`src/rtl/eqrl_defs.vh`:
```
// Purpose: Constants for the egress queue rate-limit register bank
// Assumes: 8-bit management register port, byte addresses
// Notes:   Offsets, reset values and shaper timing counts
`ifndef EQRL_DEFS_VH
`define EQRL_DEFS_VH

// ==========================================================
// Register offsets
`define EQRL_P1_Q1_CAP     8'hBD
`define EQRL_P1_Q2_CAP     8'hBE
`define EQRL_FACTORY_TEST1 8'hBF
`define EQRL_P2_Q1_CAP     8'hCC
`define EQRL_P2_Q2_CAP     8'hCD
`define EQRL_P2_Q3_CAP     8'hCE
`define EQRL_RESV_CTRL     8'hCF
`define EQRL_P3_Q1_CAP     8'hDC
`define EQRL_P3_Q2_CAP     8'hDD
`define EQRL_P3_Q3_CAP     8'hDE
`define EQRL_P4_Q1_CAP     8'hEC
`define EQRL_P4_Q2_CAP     8'hED
`define EQRL_P4_Q3_CAP     8'hEE

// ==========================================================
// Fields and reset values
`define EQRL_CAP_MSB       6
`define EQRL_CAP_RESET     7'h00
`define EQRL_FACTORY_VAL   8'h80
`define EQRL_RESV_VAL      8'h15
`define EQRL_NO_LIMIT      7'h64
`define EQRL_MAX_100       7'h63
`define EQRL_MAX_10        7'h09

// ==========================================================
// Shaper timing: one credit token per microsecond per Mbps
`define EQRL_TICK_NS       1000
`define EQRL_CLK_NS        40
`define EQRL_TICK_CYC      (`EQRL_TICK_NS / `EQRL_CLK_NS)
`define EQRL_TICK_W        5
// Last divider count, one below the cycles per tick
`define EQRL_TICK_LAST     5'h18
`define EQRL_CRED_W        12
// Credit bucket depth in bits, 200 bytes
`define EQRL_CRED_MAX      12'h640

`endif

```
`src/rtl/eqrl_shaper.v`:
```
// Purpose: Token shaper for one egress queue
// Assumes: tick is a one-cycle pulse every microsecond
// Notes:   Each tick adds rate bits of credit; byte consumes 8
`timescale 1ns/1ps
`include "eqrl_defs.vh"

module eqrl_shaper (
    // Clock and reset
    input  wire       mclk,
    input  wire       resetn,
    // Control
    input  wire       tick,
    input  wire [6:0] rate,
    input  wire       unlimited,
    input  wire       byte_sent,
    // Status
    output reg        may_send
);

    reg  [`EQRL_CRED_W-1:0] cred_q;
    reg  [`EQRL_CRED_W-1:0] cred_d;

    always @* begin
        cred_d = cred_q;
        if (tick) begin
            if (cred_q + {5'h00, rate} > `EQRL_CRED_MAX)
                cred_d = `EQRL_CRED_MAX;
            else
                cred_d = cred_q + {5'h00, rate};
        end
        if (byte_sent && !unlimited) begin
            if (cred_d >= 12'h008)
                cred_d = cred_d - 12'h008;
            else
                cred_d = 12'h000;
        end
    end

    always @(posedge mclk or negedge resetn) begin
        if (!resetn) begin
            cred_q   <= 12'h000;
            may_send <= 1'b0;
        end else begin
            cred_q   <= cred_d;
            may_send <= unlimited || (cred_d >= 12'h008);
        end
    end

endmodule

```
`src/rtl/eqrl_regs.v`:
```
// Purpose: Per-port egress queue rate-limit registers and shaping
// Assumes: Byte-wide management register port, switch core clock
// Notes:   Ports 1..4, queues 1..3 (port 1 queues 1..2 only); one-cycle read latency
`timescale 1ns/1ps
`include "eqrl_defs.vh"

// Contract
// - Queue 1 limit is a read/write 7-bit field in bits 6..0 reset to zero.
// - Queue 2 limit is a read/write 7-bit field in bits 6..0 reset to zero.
// - Queue 3 limit is a read/write 7-bit field in bits 6..0 reset to zero.
// - Each queue is shaped so its rate never exceeds its decoded limit.
// - In four-queue mode queue 1 ranks above queue 0 and below queue 2.
// - In two-queue mode queue 1 is the high-priority queue.
// - In four-queue mode queue 2 ranks above queue 1 and below queue 3.
// - In four-queue mode queue 3 is the highest priority of the port.
// - At 100 Mbps values 1..99 cap in Mbps; 0 or 100 mean no limit.
// - At 10 Mbps values 1..9 cap in Mbps; 0 or 100 disable the cap.
// - With several queues only the top queue gets its exact rate, others by ratio.
module eqrl_regs (
    // Clock and reset
    input  wire        mclk,
    input  wire        resetn,
    // Register port
    input  wire        reg_wr,
    input  wire        reg_rd,
    input  wire [7:0]  reg_addr,
    input  wire [7:0]  reg_wdata,
    output reg  [7:0]  reg_rdata,
    // Port configuration, one bit per port 1..4
    input  wire [3:0]  four_queue,
    input  wire [3:0]  two_queue,
    input  wire [3:0]  speed_100,
    // Ratio grants from port ratio control, per port and queue
    input  wire [11:0] ratio_ok,
    // Egress activity, byte_sent per port and queue, frame_idle per port
    input  wire [11:0] byte_sent,
    input  wire [3:0]  frame_idle,
    // Scheduler outputs
    output reg  [11:0] q_may_send,
    output reg  [7:0]  q_top_sel
);

    // ======================================================
    // Register storage, index = (port-1)*3 + (queue-1)
    reg  [6:0]  cap_q    [0:11];
    reg  [6:0]  act_q    [0:11];
    reg  [11:0] hit;
    reg  [7:0]  rdata_d;
    reg  [11:0] unlim_d;
    reg  [`EQRL_TICK_W-1:0] tick_cnt_q;
    reg         tick_q;
    wire [11:0] shp_ok;
    integer     i;
    integer     j;
    integer     k;

    always @* begin
        hit = 12'h000;
        case (reg_addr)
            `EQRL_P1_Q1_CAP: hit[0]  = 1'b1;
            `EQRL_P1_Q2_CAP: hit[1]  = 1'b1;
            `EQRL_P2_Q1_CAP: hit[3]  = 1'b1;
            `EQRL_P2_Q2_CAP: hit[4]  = 1'b1;
            `EQRL_P2_Q3_CAP: hit[5]  = 1'b1;
            `EQRL_P3_Q1_CAP: hit[6]  = 1'b1;
            `EQRL_P3_Q2_CAP: hit[7]  = 1'b1;
            `EQRL_P3_Q3_CAP: hit[8]  = 1'b1;
            `EQRL_P4_Q1_CAP: hit[9]  = 1'b1;
            `EQRL_P4_Q2_CAP: hit[10] = 1'b1;
            `EQRL_P4_Q3_CAP: hit[11] = 1'b1;
            default:         hit     = 12'h000;
        endcase
    end

    // ======================================================
    // Write path; fixed registers and unmapped offsets ignore writes
    always @(posedge mclk or negedge resetn) begin
        if (!resetn) begin
            for (i = 0; i < 12; i = i + 1)
                cap_q[i] <= `EQRL_CAP_RESET;
        end else if (reg_wr) begin
            for (i = 0; i < 12; i = i + 1)
                if (hit[i])
                    cap_q[i] <= reg_wdata[`EQRL_CAP_MSB:0];
        end
    end

    // ======================================================
    // Read path; bit 7 of limit registers reads zero, test registers fixed
    always @* begin
        rdata_d = 8'h00;
        case (reg_addr)
            `EQRL_FACTORY_TEST1: rdata_d = `EQRL_FACTORY_VAL;
            `EQRL_RESV_CTRL:     rdata_d = `EQRL_RESV_VAL;
            `EQRL_P1_Q1_CAP:     rdata_d = {1'b0, cap_q[0]};
            `EQRL_P1_Q2_CAP:     rdata_d = {1'b0, cap_q[1]};
            `EQRL_P2_Q1_CAP:     rdata_d = {1'b0, cap_q[3]};
            `EQRL_P2_Q2_CAP:     rdata_d = {1'b0, cap_q[4]};
            `EQRL_P2_Q3_CAP:     rdata_d = {1'b0, cap_q[5]};
            `EQRL_P3_Q1_CAP:     rdata_d = {1'b0, cap_q[6]};
            `EQRL_P3_Q2_CAP:     rdata_d = {1'b0, cap_q[7]};
            `EQRL_P3_Q3_CAP:     rdata_d = {1'b0, cap_q[8]};
            `EQRL_P4_Q1_CAP:     rdata_d = {1'b0, cap_q[9]};
            `EQRL_P4_Q2_CAP:     rdata_d = {1'b0, cap_q[10]};
            `EQRL_P4_Q3_CAP:     rdata_d = {1'b0, cap_q[11]};
            default:             rdata_d = 8'h00;
        endcase
    end

    always @(posedge mclk or negedge resetn) begin
        if (!resetn) begin
            reg_rdata <= 8'h00;
        end else if (reg_rd) begin
            reg_rdata <= rdata_d;
        end
    end

    // ======================================================
    // Active limits latch only between frames
    always @(posedge mclk or negedge resetn) begin
        if (!resetn) begin
            for (j = 0; j < 12; j = j + 1)
                act_q[j] <= `EQRL_CAP_RESET;
        end else begin
            // Held while the port is mid-frame
            for (j = 0; j < 12; j = j + 1)
                if (frame_idle[j/3])
                    act_q[j] <= cap_q[j];
        end
    end

    // ======================================================
    // One-microsecond tick divider
    always @(posedge mclk or negedge resetn) begin
        if (!resetn) begin
            tick_cnt_q <= 5'h00;
            tick_q     <= 1'b0;
        end else if (tick_cnt_q == `EQRL_TICK_LAST) begin
            tick_cnt_q <= 5'h00;
            tick_q     <= 1'b1;
        end else begin
            tick_cnt_q <= tick_cnt_q + 5'h01;
            tick_q     <= 1'b0;
        end
    end

    // ======================================================
    // Rate decode; 0, 100 and out-of-range values leave a queue unshaped
    always @* begin
        unlim_d = 12'h000;
        for (k = 0; k < 12; k = k + 1) begin
            if (act_q[k] == `EQRL_CAP_RESET)
                unlim_d[k] = 1'b1;
            else if (act_q[k] == `EQRL_NO_LIMIT)
                unlim_d[k] = 1'b1;
            else if (speed_100[k/3] && (act_q[k] > `EQRL_MAX_100))
                unlim_d[k] = 1'b1;
            else if (!speed_100[k/3] && (act_q[k] > `EQRL_MAX_10))
                unlim_d[k] = 1'b1;
        end
    end

    // ======================================================
    // Per-queue shapers
    genvar g;
    generate
        for (g = 0; g < 12; g = g + 1) begin : g_shp
            eqrl_shaper u_shp (
                .mclk      (mclk),
                .resetn    (resetn),
                .tick      (tick_q),
                .rate      (act_q[g]),
                .unlimited (unlim_d[g]),
                .byte_sent (byte_sent[g]),
                .may_send  (shp_ok[g])
            );
        end
    endgenerate

    // ======================================================
    // Queue ranking: q_top_sel two bits per port, top queue index
    // Top queue codes
    localparam [1:0] TOP_NONE = 2'h0;
    localparam [1:0] TOP_Q1   = 2'h1;
    localparam [1:0] TOP_Q3   = 2'h3;
    reg [11:0] send_d;
    reg [7:0]  top_d;
    integer    p;
    always @* begin
        send_d = 12'h000;
        top_d  = 8'h00;
        for (p = 0; p < 4; p = p + 1) begin
            // Four-queue mode wins over two-queue mode
            if (four_queue[p]) begin
                top_d[p*2 +: 2] = TOP_Q3;
                send_d[p*3+2]   = shp_ok[p*3+2];
                // Lower queues also wait for their ratio grant
                send_d[p*3+1]   = shp_ok[p*3+1] & ratio_ok[p*3+1];
                send_d[p*3]     = shp_ok[p*3] & ratio_ok[p*3];
            end else if (two_queue[p]) begin
                // Queues 2 and 3 stay idle
                top_d[p*2 +: 2] = TOP_Q1;
                send_d[p*3]     = shp_ok[p*3];
            end else begin
                top_d[p*2 +: 2] = TOP_NONE;
            end
        end
    end

    // ======================================================
    // Registered scheduler outputs
    always @(posedge mclk or negedge resetn) begin
        if (!resetn) begin
            q_may_send <= 12'h000;
            q_top_sel  <= 8'h00;
        end else begin
            q_may_send <= send_d;
            q_top_sel  <= top_d;
        end
    end

endmodule

```
`config.mk`:
```
export PLATFORM = sky130hd
export DESIGN_NAME = eqrl_regs
export DESIGN_NICKNAME = d
export VERILOG_FILES = /design/src/rtl/eqrl_shaper.v /design/src/rtl/eqrl_regs.v
export VERILOG_INCLUDE_DIRS = /design/src /design/src/rtl
export SDC_FILE = /design/constraint.sdc
export NUM_CORES = 1
export LEC_CHECK = 0
export ABC_AREA = 0
export BUFFER_PORTS_ARGS = -buffer_cell sky130_fd_sc_hd__buf_2
export CORE_AREA = 10 10 290 292
export CTS_CLUSTER_DIAMETER = 100
export DETAILED_ROUTE_END_ITERATION = 12
export DIE_AREA = 0 0 300 302
export GPL_TIMING_DRIVEN = 0
export MAX_ROUTING_LAYER = met4
export PLACE_DENSITY = 0.5
export REMOVE_ABC_BUFFERS = 1
export SKIP_CTS_REPAIR_TIMING = 1
export SLEW_MARGIN = 30
export SYNTH_ARGS = -nofsm -noshare
export SYNTH_HDL_FRONTEND = slang
export SYNTH_SLANG_ARGS = --single-unit
```
`constraint.sdc`:
```
create_clock -name mclk -period 9.8 [get_ports mclk]
set_input_delay 1.47 -clock mclk [delete_from_list [all_inputs] [get_ports mclk]]
set_output_delay 1.47 -clock mclk [all_outputs]
set_load 0.1 [all_outputs]
```
==> metrics.md, run 1 <==
| Metric | Value |
|---|---|
| EDFF count, synth | 0 |
| GRT Residual Overflow | 0 |
| Pin count of the biggest net entering global routing | 80 |
| CTS tree | done |
| Initial antenna violation count | 8 |
| Vias in the first global route | 19779 |
| CP Launch Type | flip-flop |
| DR pass1 iterations | 5 |
| Skew-Pair Late Insertion Delay | 0.58 ns |
| Residual DRC count | 0 |
| Root Driver | clkbuf_16 |
| Endpoints failing hold | 0 |
| Crit. End Element | flip-flop |
| Avg Inst Size Synth | 9.17 um2 |
| Clock Sink Count | around 330 |
| Cell area after synthesis | between 20000 and 25000 um2 |
| Die ar. | slightly above 90000 um2 |
| Drt wl/cell | around 18 um |
| FF/Latch Area | 8310 um2 |
| # fillers | 8046 |
| Gr usage total | between 10 and 15% |
| Yosys reg bits | between 300 and 400 |
| Initial Utilization | between 20% and 30% |
| Seq/Total Area, Yosys | approximately 36% |
| IO buf count | between 80 and 90 |
| Yosys top cell by area | dfrtp_1 |
| Final Cycle Share | around half |
| Final min period | around 5 ns |
| Final #Nets | between 2000 and 3000 |
| Critical Path RT | between 10 and 15 ns |
| Vias | a little over 20000 |
| Status | complete, no violations |
| Routed Antenna Nets | 0 |
| Inserted Clock Buffers | 45 |
| Die Wd | approximately 300 um |
| Share of the synthesized area in the top cell type | between 30% and 40% |
| Leak Pwr | approximately 11 nW |
| Worst slew pin tran | between 0.9 and 1 ns |
| CTS H-tree depth | 2 |
| Layout cells sized above 1 | 15.6% |
| Fin. max-slew vios | 0 |
| IO Pins | just under 90 |
| Finished Core Util | between 30% and 40% |
| Multi-input gate area | 14400 um2 |
| Most instantiated cells after synthesis | 332 x dfrtp_1, 243 x nor2_1, 179 x nand2_1 |
| WHS | 0.476 ns |
| Worst Path Arrival | ~5.5 ns |
| Fmax | roughly 0.2 GHz |
| Worst-path clk slew | 0.06 ns |
| PD cells | roughly 210 nW/um2 |
| Vias/cell | 5.45 |
| Initial DRC count | 1283 |
| Bufs on Longest Clock Path | 3 |
| Hold Crit Class | flip-flop to flip-flop |
| Main synth FF type | dfrtp_1 |
| Area grow syn2layout | 14.1% |
| MaxCap Viol Count | 0 |
| Core area | 78400 um2 |
| Unrepaired setup endpoints after global routing | false |
| Most frequent cell after synthesis | dfrtp_1 |
| Relative slew slack | approximately two fifths |
| Pwr Total | 5.56 mW |
| Setup violators final | 0 |
| Yosys cell types | 100 |
| Die Ht | between 300 and 400 um |
| Post-synth ARST share | between 90% and 100% |
| Worst Path Max Fanout | 13 |
| Worst VDD drop | about 0.15 mV |
| GP Congestion | 0.870 |
| HPWL after DPL | between 50 and 60 mm |
| Synth Warn # | 0 |
| Syn Inst Count | 2547 |
| Setup Skew | ~0.025 ns |
| Setup slack at placement | between 4 and 5 ns |
| Final Worst Setup Slack | 4.79 ns |
| Row Count | slightly above 100 |
| Most area-consuming cells after synthesis | dfrtp_1 36%, mux2_2 8.2%, ha_1 4.8% |
| First-pass GRT wire length | roughly 110 mm |
| Final wirelength | ~66 mm |
| Setup CP Type | flip-flop to flip-flop |
## worst max-delay path, stage by stage, from the launching register on
cell and delay, ns:
dfrtp_1 0.39, ha_1 0.24, fa_1 0.43, a21oi_1 0.23, o21ai_0 0.22, o21ai_0 0.44, o32a_1 0.25, nand2_1 0.09
a21oi_1 0.73, a22oi_1 0.25, ha_1 0.30, nand3_1 0.13, a211oi_1 0.10, nor2b_1 0.23, xnor2_1 0.23, a21oi_1 0.09
or4b_1 0.51
## state kept, by name, summed over array words and instances, names as in the netlist
signal	flops
g_shp.u_shp.cred_q	132
act_q	77
cap_q	77
g_shp.u_shp.may_send	12
q_may_send	12
q_top_sel	8
reg_rdata	8
tick_cnt_q	5
tick_q	1
## cell type report
cell class	instances	share of cell area, %
Sequential cell	332	31.2
Clock inverter	27	1.56
Multi-Input combinational cell	2043	54.1
Antenna cell	8	0.0751
Tap cell	1050	4.93
Inverter	80	1.16
Timing Repair Buffer	91	2.34
Clock buffer	57	4.67
## power breakdown
group          internal [mW]  switching [mW]  leakage (nW)  total (mW)
logic                  0.768            1.17          6.36        1.94
clock network           1.17           0.680         0.809        1.85
registers               1.55           0.225          4.25        1.77
## cells by family (layout without fill, tap and decap cells)
family,after synthesis,after routing,share of synthesized area [%]
AOI/OAI and AO/OA,776,776,23.5
xor gates and xnor gates,116,116,4.35
adders and majority gates,101,101,5.77
buffers and inverters,172,255,2.81
DFF,332,332,35.6
muxes,209,209,9.88
other,1,9,0.0161
and+or+nand+nor,840,840,18.1
## per-stage QoR
| step | cells | TNS, ns | cell area [um2] |
|---|---|---|---|
| 2_1_floorplan | 2455 | 0 | 23000 |
| 5_1_grt | 3687 | 0 | 26600 |
| 3_5_place_dp | 3596 | 0 | 25000 |
| 4_1_cts | 3680 | 0 | 26600 |
| 6_report | 3688 | 0 | 26600 |
| 3_3_place_gp | 3586 | -36.04 | 24700 |
## path summary, 6_finish.rpt
path	endpoint	cells after the start	from	slack, ns
worst min register to register	q_may_send[2]	1	g_shp[2].u_shp.may_send	0.48
max in group asynchronous	q_may_send[9]	4	resetn	7.45
worst max register to register	g_shp[5].u_shp.may_send	16	act_q[42]	4.79
worst max-delay path	g_shp[5].u_shp.may_send	16	act_q[42]	4.79
worst min-delay path	q_may_send[2]	1	g_shp[2].u_shp.may_send	0.48
min in group asynchronous	g_shp[3].u_shp.cred_q[9]	1	resetn	0.82
## layout by cell type (no fill, tap or decap), drive strengths merged, types with 12 or more instances in the layout
master,Yosys,routed
o311ai,18,18
o22ai,19,19
clkbuf,77,57
nor3,68,68
a21oi,135,135
nand2b,23,23
a211o,21,21
or2,27,27
a221oi,12,12
ha,90,90
buf,15,91
nand4,26,26
a22o,17,17
mux2,171,171
a22oi,76,76
mux2i,38,38
a21o,46,46
o21bai,14,14
or3,29,29
nand3,61,61
o21ai,135,135
nor3b,16,16
and3,23,23
o211ai,31,31
o21a,37,37
inv,79,85
a211oi,54,54
and2,38,38
o31ai,15,15
nand2,179,179
xnor2,67,67
dfrtp,332,332
nor4,26,26
o2111ai,13,13
a31oi,15,15
xor2,49,49
nor2b,27,27
nor2,244,244
o221ai,12,12
## per-layer routing
| metal | routed length, um | track usage, % | vias up |
|---|---|---|---|
| met3 | 3180 | 2.69 | 88 |
| met5 | 0 | - | - |
| met2 | 29400 | 22.6 | 426 |
| met1 | 32200 | 19.9 | 9820 |
| li1 | - | - | 9782 |
| met4 | 1400 | 3.89 | 0 |
No activity file was read; power rests on OpenSTA's default activity.
==> run 2, diff against run 1 <==
Clock period 9.8 ns to 4.95 ns, I/O delays scaled along.
==> metrics.md, run 2 (synthesis results as in run 1) <==
| Metric | Value |
|---|---|
| Status | complete, no violations |
| Worst-path clk slew | 0.07 ns |
| WP buf/inv | 2 |
| First-pass GRT wire length | 108 mm |
| Finished Core Util | 34.2% |
| Endpoints failing hold | 0 |
| Drt wl/cell | between 15 and 20 um |
| Final wirelength | 66.2 mm |
| Residual DRC count | 0 |
| Worst Path Max Fanout | 6 |
| CTS H-tree depth | 2 |
| IO Pins | 88 |
| Critical Path RT | 5.37 ns |
| Fmax | between 0.2 and 0.25 GHz |
| Vias in the first global route | 19779 |
| Routed Antenna Nets | 0 |
| CTS tree | done |
| Initial Utilization | 29.8% |
| Inserted Clock Buffers | 45 |
| Row Count | slightly above 100 |
| Relative slew slack | a little over two fifths |
| Bufs on Longest Clock Path | 3 |
| GRT Residual Overflow | 0 |
| Setup Skew | approximately 0.022 ns |
| Gr usage total | 14.8% |
| Final #Nets | about 2800 |
| Clock Sink Count | 332 |
| Placed Cells | around 3600 |
| Gate power share | 35.1% |
| Clock power share | approximately a third |
| Crit. End Element | flip-flop |
| PD cells | ~410 nW/um2 |
| Most common cell after layout, fill and taps aside | dfrtp_1 |
| Largest registers | g_shp.u_shp.cred_q (132), act_q (77), cap_q (77) |
| Skew-Pair Late Insertion Delay | 0.58 ns |
| Fin. max-slew vios | 0 |
| Largest register FFs | between 100 and 150 |
| WHS | roughly 0.093 ns |
| FF-to-FF setup slack | between 0.2 and 0.3 ns |
| Pwr Total | ~11 mW |
| Layout cells sized above 1 | approximately 16% |
| Highest-count cells in the layout ignoring fill and taps | 331 x dfrtp_1, 242 x nor2_1, 179 x nand2_1 |
| Sw power | around 4.1 mW |
| Unrepaired setup endpoints after global routing | false |
| Leak Pwr | roughly 11 nW |
| Seq pwr share | between 30% and 40% |
| Vias/cell | between 5 and 6 |
| Pin count of the biggest net entering global routing | 80 |
| Setup CP Type | flip-flop to flip-flop |
| Worst slew pin tran | roughly 0.85 ns |
| CP top delay family | compound AO/OA/AOI/OAI gates |
| Worst Path Arrival | a little over 5 ns |
| Area grow syn2layout | 14.6% |
| Final cell count without fillers | around 3700 |
| FF/Latch Area | 8310 um2 |
| Worst VDD drop | ~0.3 mV |
| HPWL after DPL | roughly 50 mm |
| Crit path cell chain | ha_1, fa_1, a211o_1, a2111oi_4, buf_4, nor3b_1, o211ai_1, nand2_1, a21oi_1, nor2_2, a22o_1, inv_1, ha_1, nand2_1, nor4_4, mux2i_1, nor4_1, o221ai_1 |
| Initial DRC count | 1320 |
| Reg with most FFs | g_shp.u_shp.cred_q |
| CP max stage delay | 0.49 ns |
| Final Cycle Share | 94.8% |
| Setup violators final | 0 |
| # fillers | between 8000 and 9000 |
| Die Wd | roughly 300 um |
| Die ar. | slightly above 90000 um2 |
| Die Ht | approximately 300 um |
| Initial antenna violation count | 8 |
| Total internal power | ~6.9 mW |
| Root Driver | clkbuf_16 |
| MaxCap Viol Count | 0 |
| GP Congestion | approximately 0.87 |
| Multi-input gate area | about 15000 um2 |
| DR pass1 iterations | 5 |
| Hold Crit Class | input pin to asynchronous set/reset pin |
| IO buf count | just over 80 |
| Final min period | 4.69 ns |
| Sw Share | a little under two fifths |
| CP Launch Type | flip-flop |
| Core area | ~78000 um2 |
| Vias | 20111 |
| CP max stage cell | a2111oi_4 |
-- run 2: path summary, 6_finish.rpt --
check,startpoint,end,cells past startpoint
max in group asynchronous,resetn,q_may_send[9],4
worst min register to register,g_shp[2].u_shp.may_send,q_may_send[2],1
worst max register to register,act_q[77],g_shp[0].u_shp.may_send,18
worst max-delay path,act_q[77],g_shp[0].u_shp.may_send,18
worst min-delay path,resetn,g_shp[3].u_shp.may_send,1
min in group mclk,four_queue[1],q_top_sel[3],1
-- run 2: power groups by stage --
stage                     logic [mW]  registers, mW  clock network [mW]
after floorplan                 2.90           3.44                   0
after global placement          3.69           3.55                   0
after detailed placement        3.80           3.55                   0
after CTS                       3.82           3.50                3.78
after global routing            4.35           3.56                3.89
final                           3.88           3.51                3.66
-- run 2: metrics by stage --
step | cell area [um2] | setup TNS, ns | worst slack [ns]
6_report | 26800 | 0 | 0.259
2_1_floorplan | 23000 | -73.47 | -1.37
4_1_cts | 26600 | -0.0271 | -0.0271
3_3_place_gp | 24700 | -1901.59 | -6.43
3_5_place_dp | 25000 | 0 | 0.00337
5_1_grt | 26800 | 0 | 0.00814
-- run 2: routing by layer --
| layer | share of wire, % | GRT usage, % |
|---|---|---|
| met5 | 0 | - |
| met4 | 2.2 | 3.89 |
| met3 | 5.0 | 2.69 |
| met2 | 44 | 22.6 |
| met1 | 48 | 19.9 |
-- run 2: final cells by class --
type,instances,share of cell area (%)
timing repair buffer,94,2.41
clock buffer,57,4.65
inverter,80,1.15
clock inverter,27,1.55
sequential,332,31.1
tap,1050,4.91
multi-input combinational,2043,54.2
antenna,10,0.0935
==> run 3, diff against run 2 <==
Clock period 4.95 ns to 4.7 ns, I/O delays scaled along.
==> metrics.md, run 3 (synthesis results as in run 1) <==
| Metric | Value |
|---|---|
| Status | complete, no violations |
| GP Congestion | 0.870 |
| Initial DRC count | between 1000 and 1500 |
| Skew-Pair Late Insertion Delay | a little under 0.6 ns |
| Worst-path clk slew | roughly 0.06 ns |
| Worst slew pin tran | around 0.82 ns |
| CP Launch Type | flip-flop |
| Worst Path Max Fanout | 9 |
| Residual DRC count | 0 |
| Setup Skew | 0.0226 ns |
| CTS tree | done |
| Setup slack at placement | -0.247 ns |
| Finished Core Util | between 30 and 40% |
| Critical Path RT | approximately 5.1 ns |
| Pin count of the biggest net entering global routing | 80 |
| Worst Path Arrival | 5.01 ns |
| Relative slew slack | 44.3% |
| Crit. End Element | flip-flop |
| Critical R2R Capture | g_shp[9].u_shp.may_send |
| Most common cell after layout, fill and taps aside | dfrtp_1 |
| Die Wd | 300 um |
| Inserted Clock Buffers | 45 |
| Routed Antenna Nets | 0 |
| Initial Utilization | between 20% and 30% |
| Die ar. | just over 90000 um2 |
| DR pass1 iterations | 5 |
| Worst VDD drop | 0.311 mV |
| Largest registers | g_shp.u_shp.cred_q (132), act_q (77), cap_q (77) |
| Reg with most FFs | g_shp.u_shp.cred_q |
| Setup CP Type | flip-flop to flip-flop |
| FF-to-FF setup slack | 0.10 ns |
| Clock Sink Count | 332 |
| Unrepaired setup endpoints after global routing | true |
| R2R Path Start | act_q[14] |
| Hold Crit Class | input pin to asynchronous set/reset pin |
| GRT Residual Overflow | 0 |
| MaxCap Viol Count | 0 |
| Layout cells sized above 1 | 17.2% |
| Largest register FFs | approximately 130 |
| Seq pwr share | around a third |
| Setup_tns | 0 ns |
| Final Cycle Share | between 90% and 100% |
| Row Count | ~100 |
| Root Driver | clkbuf_16 |
| Fin. max-slew vios | 0 |
| First-pass GRT wire length | between 100 and 150 mm |
| Drt wl/cell | 18.0 um |
| # fillers | around 8000 |
| PD cells | 435 nW/um2 |
| Setup violators final | 0 |
| Clock power share | 32.9% |
| IO buf count | 81 |
| Sw power | roughly 4.4 mW |
| Worst reg2reg path depth | 16 |
| Gate power share | between 30% and 40% |
| Final min period | roughly 4.6 ns |
| Bufs on Longest Clock Path | 3 |
| Final Worst Setup Slack | 0.103 ns |
| Initial antenna violation count | 8 |
| HPWL after DPL | approximately 50 mm |
| Leak Pwr | around 12 nW |
| Gr usage total | 14.8% |
| WHS | 0.0548 ns |
| CTS H-tree depth | 2 |
| Vias in the first global route | just under 20000 |
| IO Pins | approximately 90 |
| Fmax | 0.218 GHz |
| Endpoints failing hold | 0 |
| Total internal power | ~7.3 mW |
| Area grow syn2layout | 15.4% |
| Core area | between 70000 and 80000 um2 |
| Vias/cell | 5.46 |
| Vias | 20203 |
| Final #Nets | ~2800 |
| Final wirelength | between 60 and 70 mm |
| Die Ht | between 300 and 400 um |
| Sw Share | between 30% and 40% |
| Highest-count cells in the layout ignoring fill and taps | 331 x dfrtp_1, 238 x nor2_1, 177 x nand2_1 |
==> run 3: cell count changes in the layout (fill, tap and decap cells not counted), sizes merged <==
| cell | delta |
|---|---|
| buf | +7 |
| diode | -2 |
==> run 3: layout make-up <==
type / instances / area [um2] / area share, %
Inverter: 80 / 308 / 1.14
Timing Repair Buffer: 101 / 698 / 2.59
Clock buffer: 57 / 1240 / 4.62
Clock inverter: 27 / 415 / 1.54
Antenna cell: 8 / 20.0 / 0.0743
Sequential cell: 332 / 8310 / 30.9
Tap cell: 1050 / 1310 / 4.88
Multi-Input combinational cell: 2043 / 14600 / 54.3
==> run 3: metrics by stage <==
step                power (mW)  cells  instance area (um2)
finish                    11.7   3698                26900
global route              12.5   3697                26900
CTS                       11.7   3680                26600
detailed placement        7.74   3596                25000
global placement          7.63   3586                24700
floorplan                 6.68   2455                23000
==> run 3: critical path, cell delays in order (launching register included) <==
cell	delay, ns
dfrtp_1	0.40
ha_1	0.23
fa_1	0.41
a21oi_1	0.24
o211ai_1	0.24
a21oi_2	0.36
o41a_1	0.21
o21ai_2	0.10
a21oi_2	0.38
a22o_1	0.25
inv_1	0.07
ha_1	0.19
and3_1	0.21
xnor2_1	0.22
a21oi_1	0.09
or3_1	0.37
or4_1	0.48
==> run 3: worst max path at each step <==
stage,from,end,slack (ns),cells past startpoint
6_report,act_q[14],g_shp[9].u_shp.may_send,0.10,16
5_1_grt,act_q[15],g_shp[9].u_shp.may_send,-0.20,15
4_1_cts,act_q[14],g_shp[9].u_shp.may_send,-0.28,13
3_5_place_dp,act_q[14],g_shp[9].u_shp.may_send,-0.25,13
3_3_place_gp,tick_q,g_shp[8].u_shp.may_send,-6.68,10
2_1_floorplan,tick_q,g_shp[8].u_shp.may_send,-1.62,10
==> run 3: routing by layer <==
metal  wire length, um  GRT usage [%]
met1             32200           19.9
met5                 0              -
met4              1490           3.89
met2             29600           22.6
met3              3110           2.69
==> run 3: power by group through the flow <==
| stage | clock, mW | combinational, mW | sequential [mW] |
|---|---|---|---|
| after floorplan | 0 | 3.06 | 3.63 |
| after global placement | 0 | 3.89 | 3.74 |
| after detailed placement | 0 | 4.00 | 3.74 |
| after CTS | 3.99 | 4.03 | 3.69 |
| after global routing | 4.09 | 4.69 | 3.75 |
| final | 3.85 | 4.18 | 3.70 |
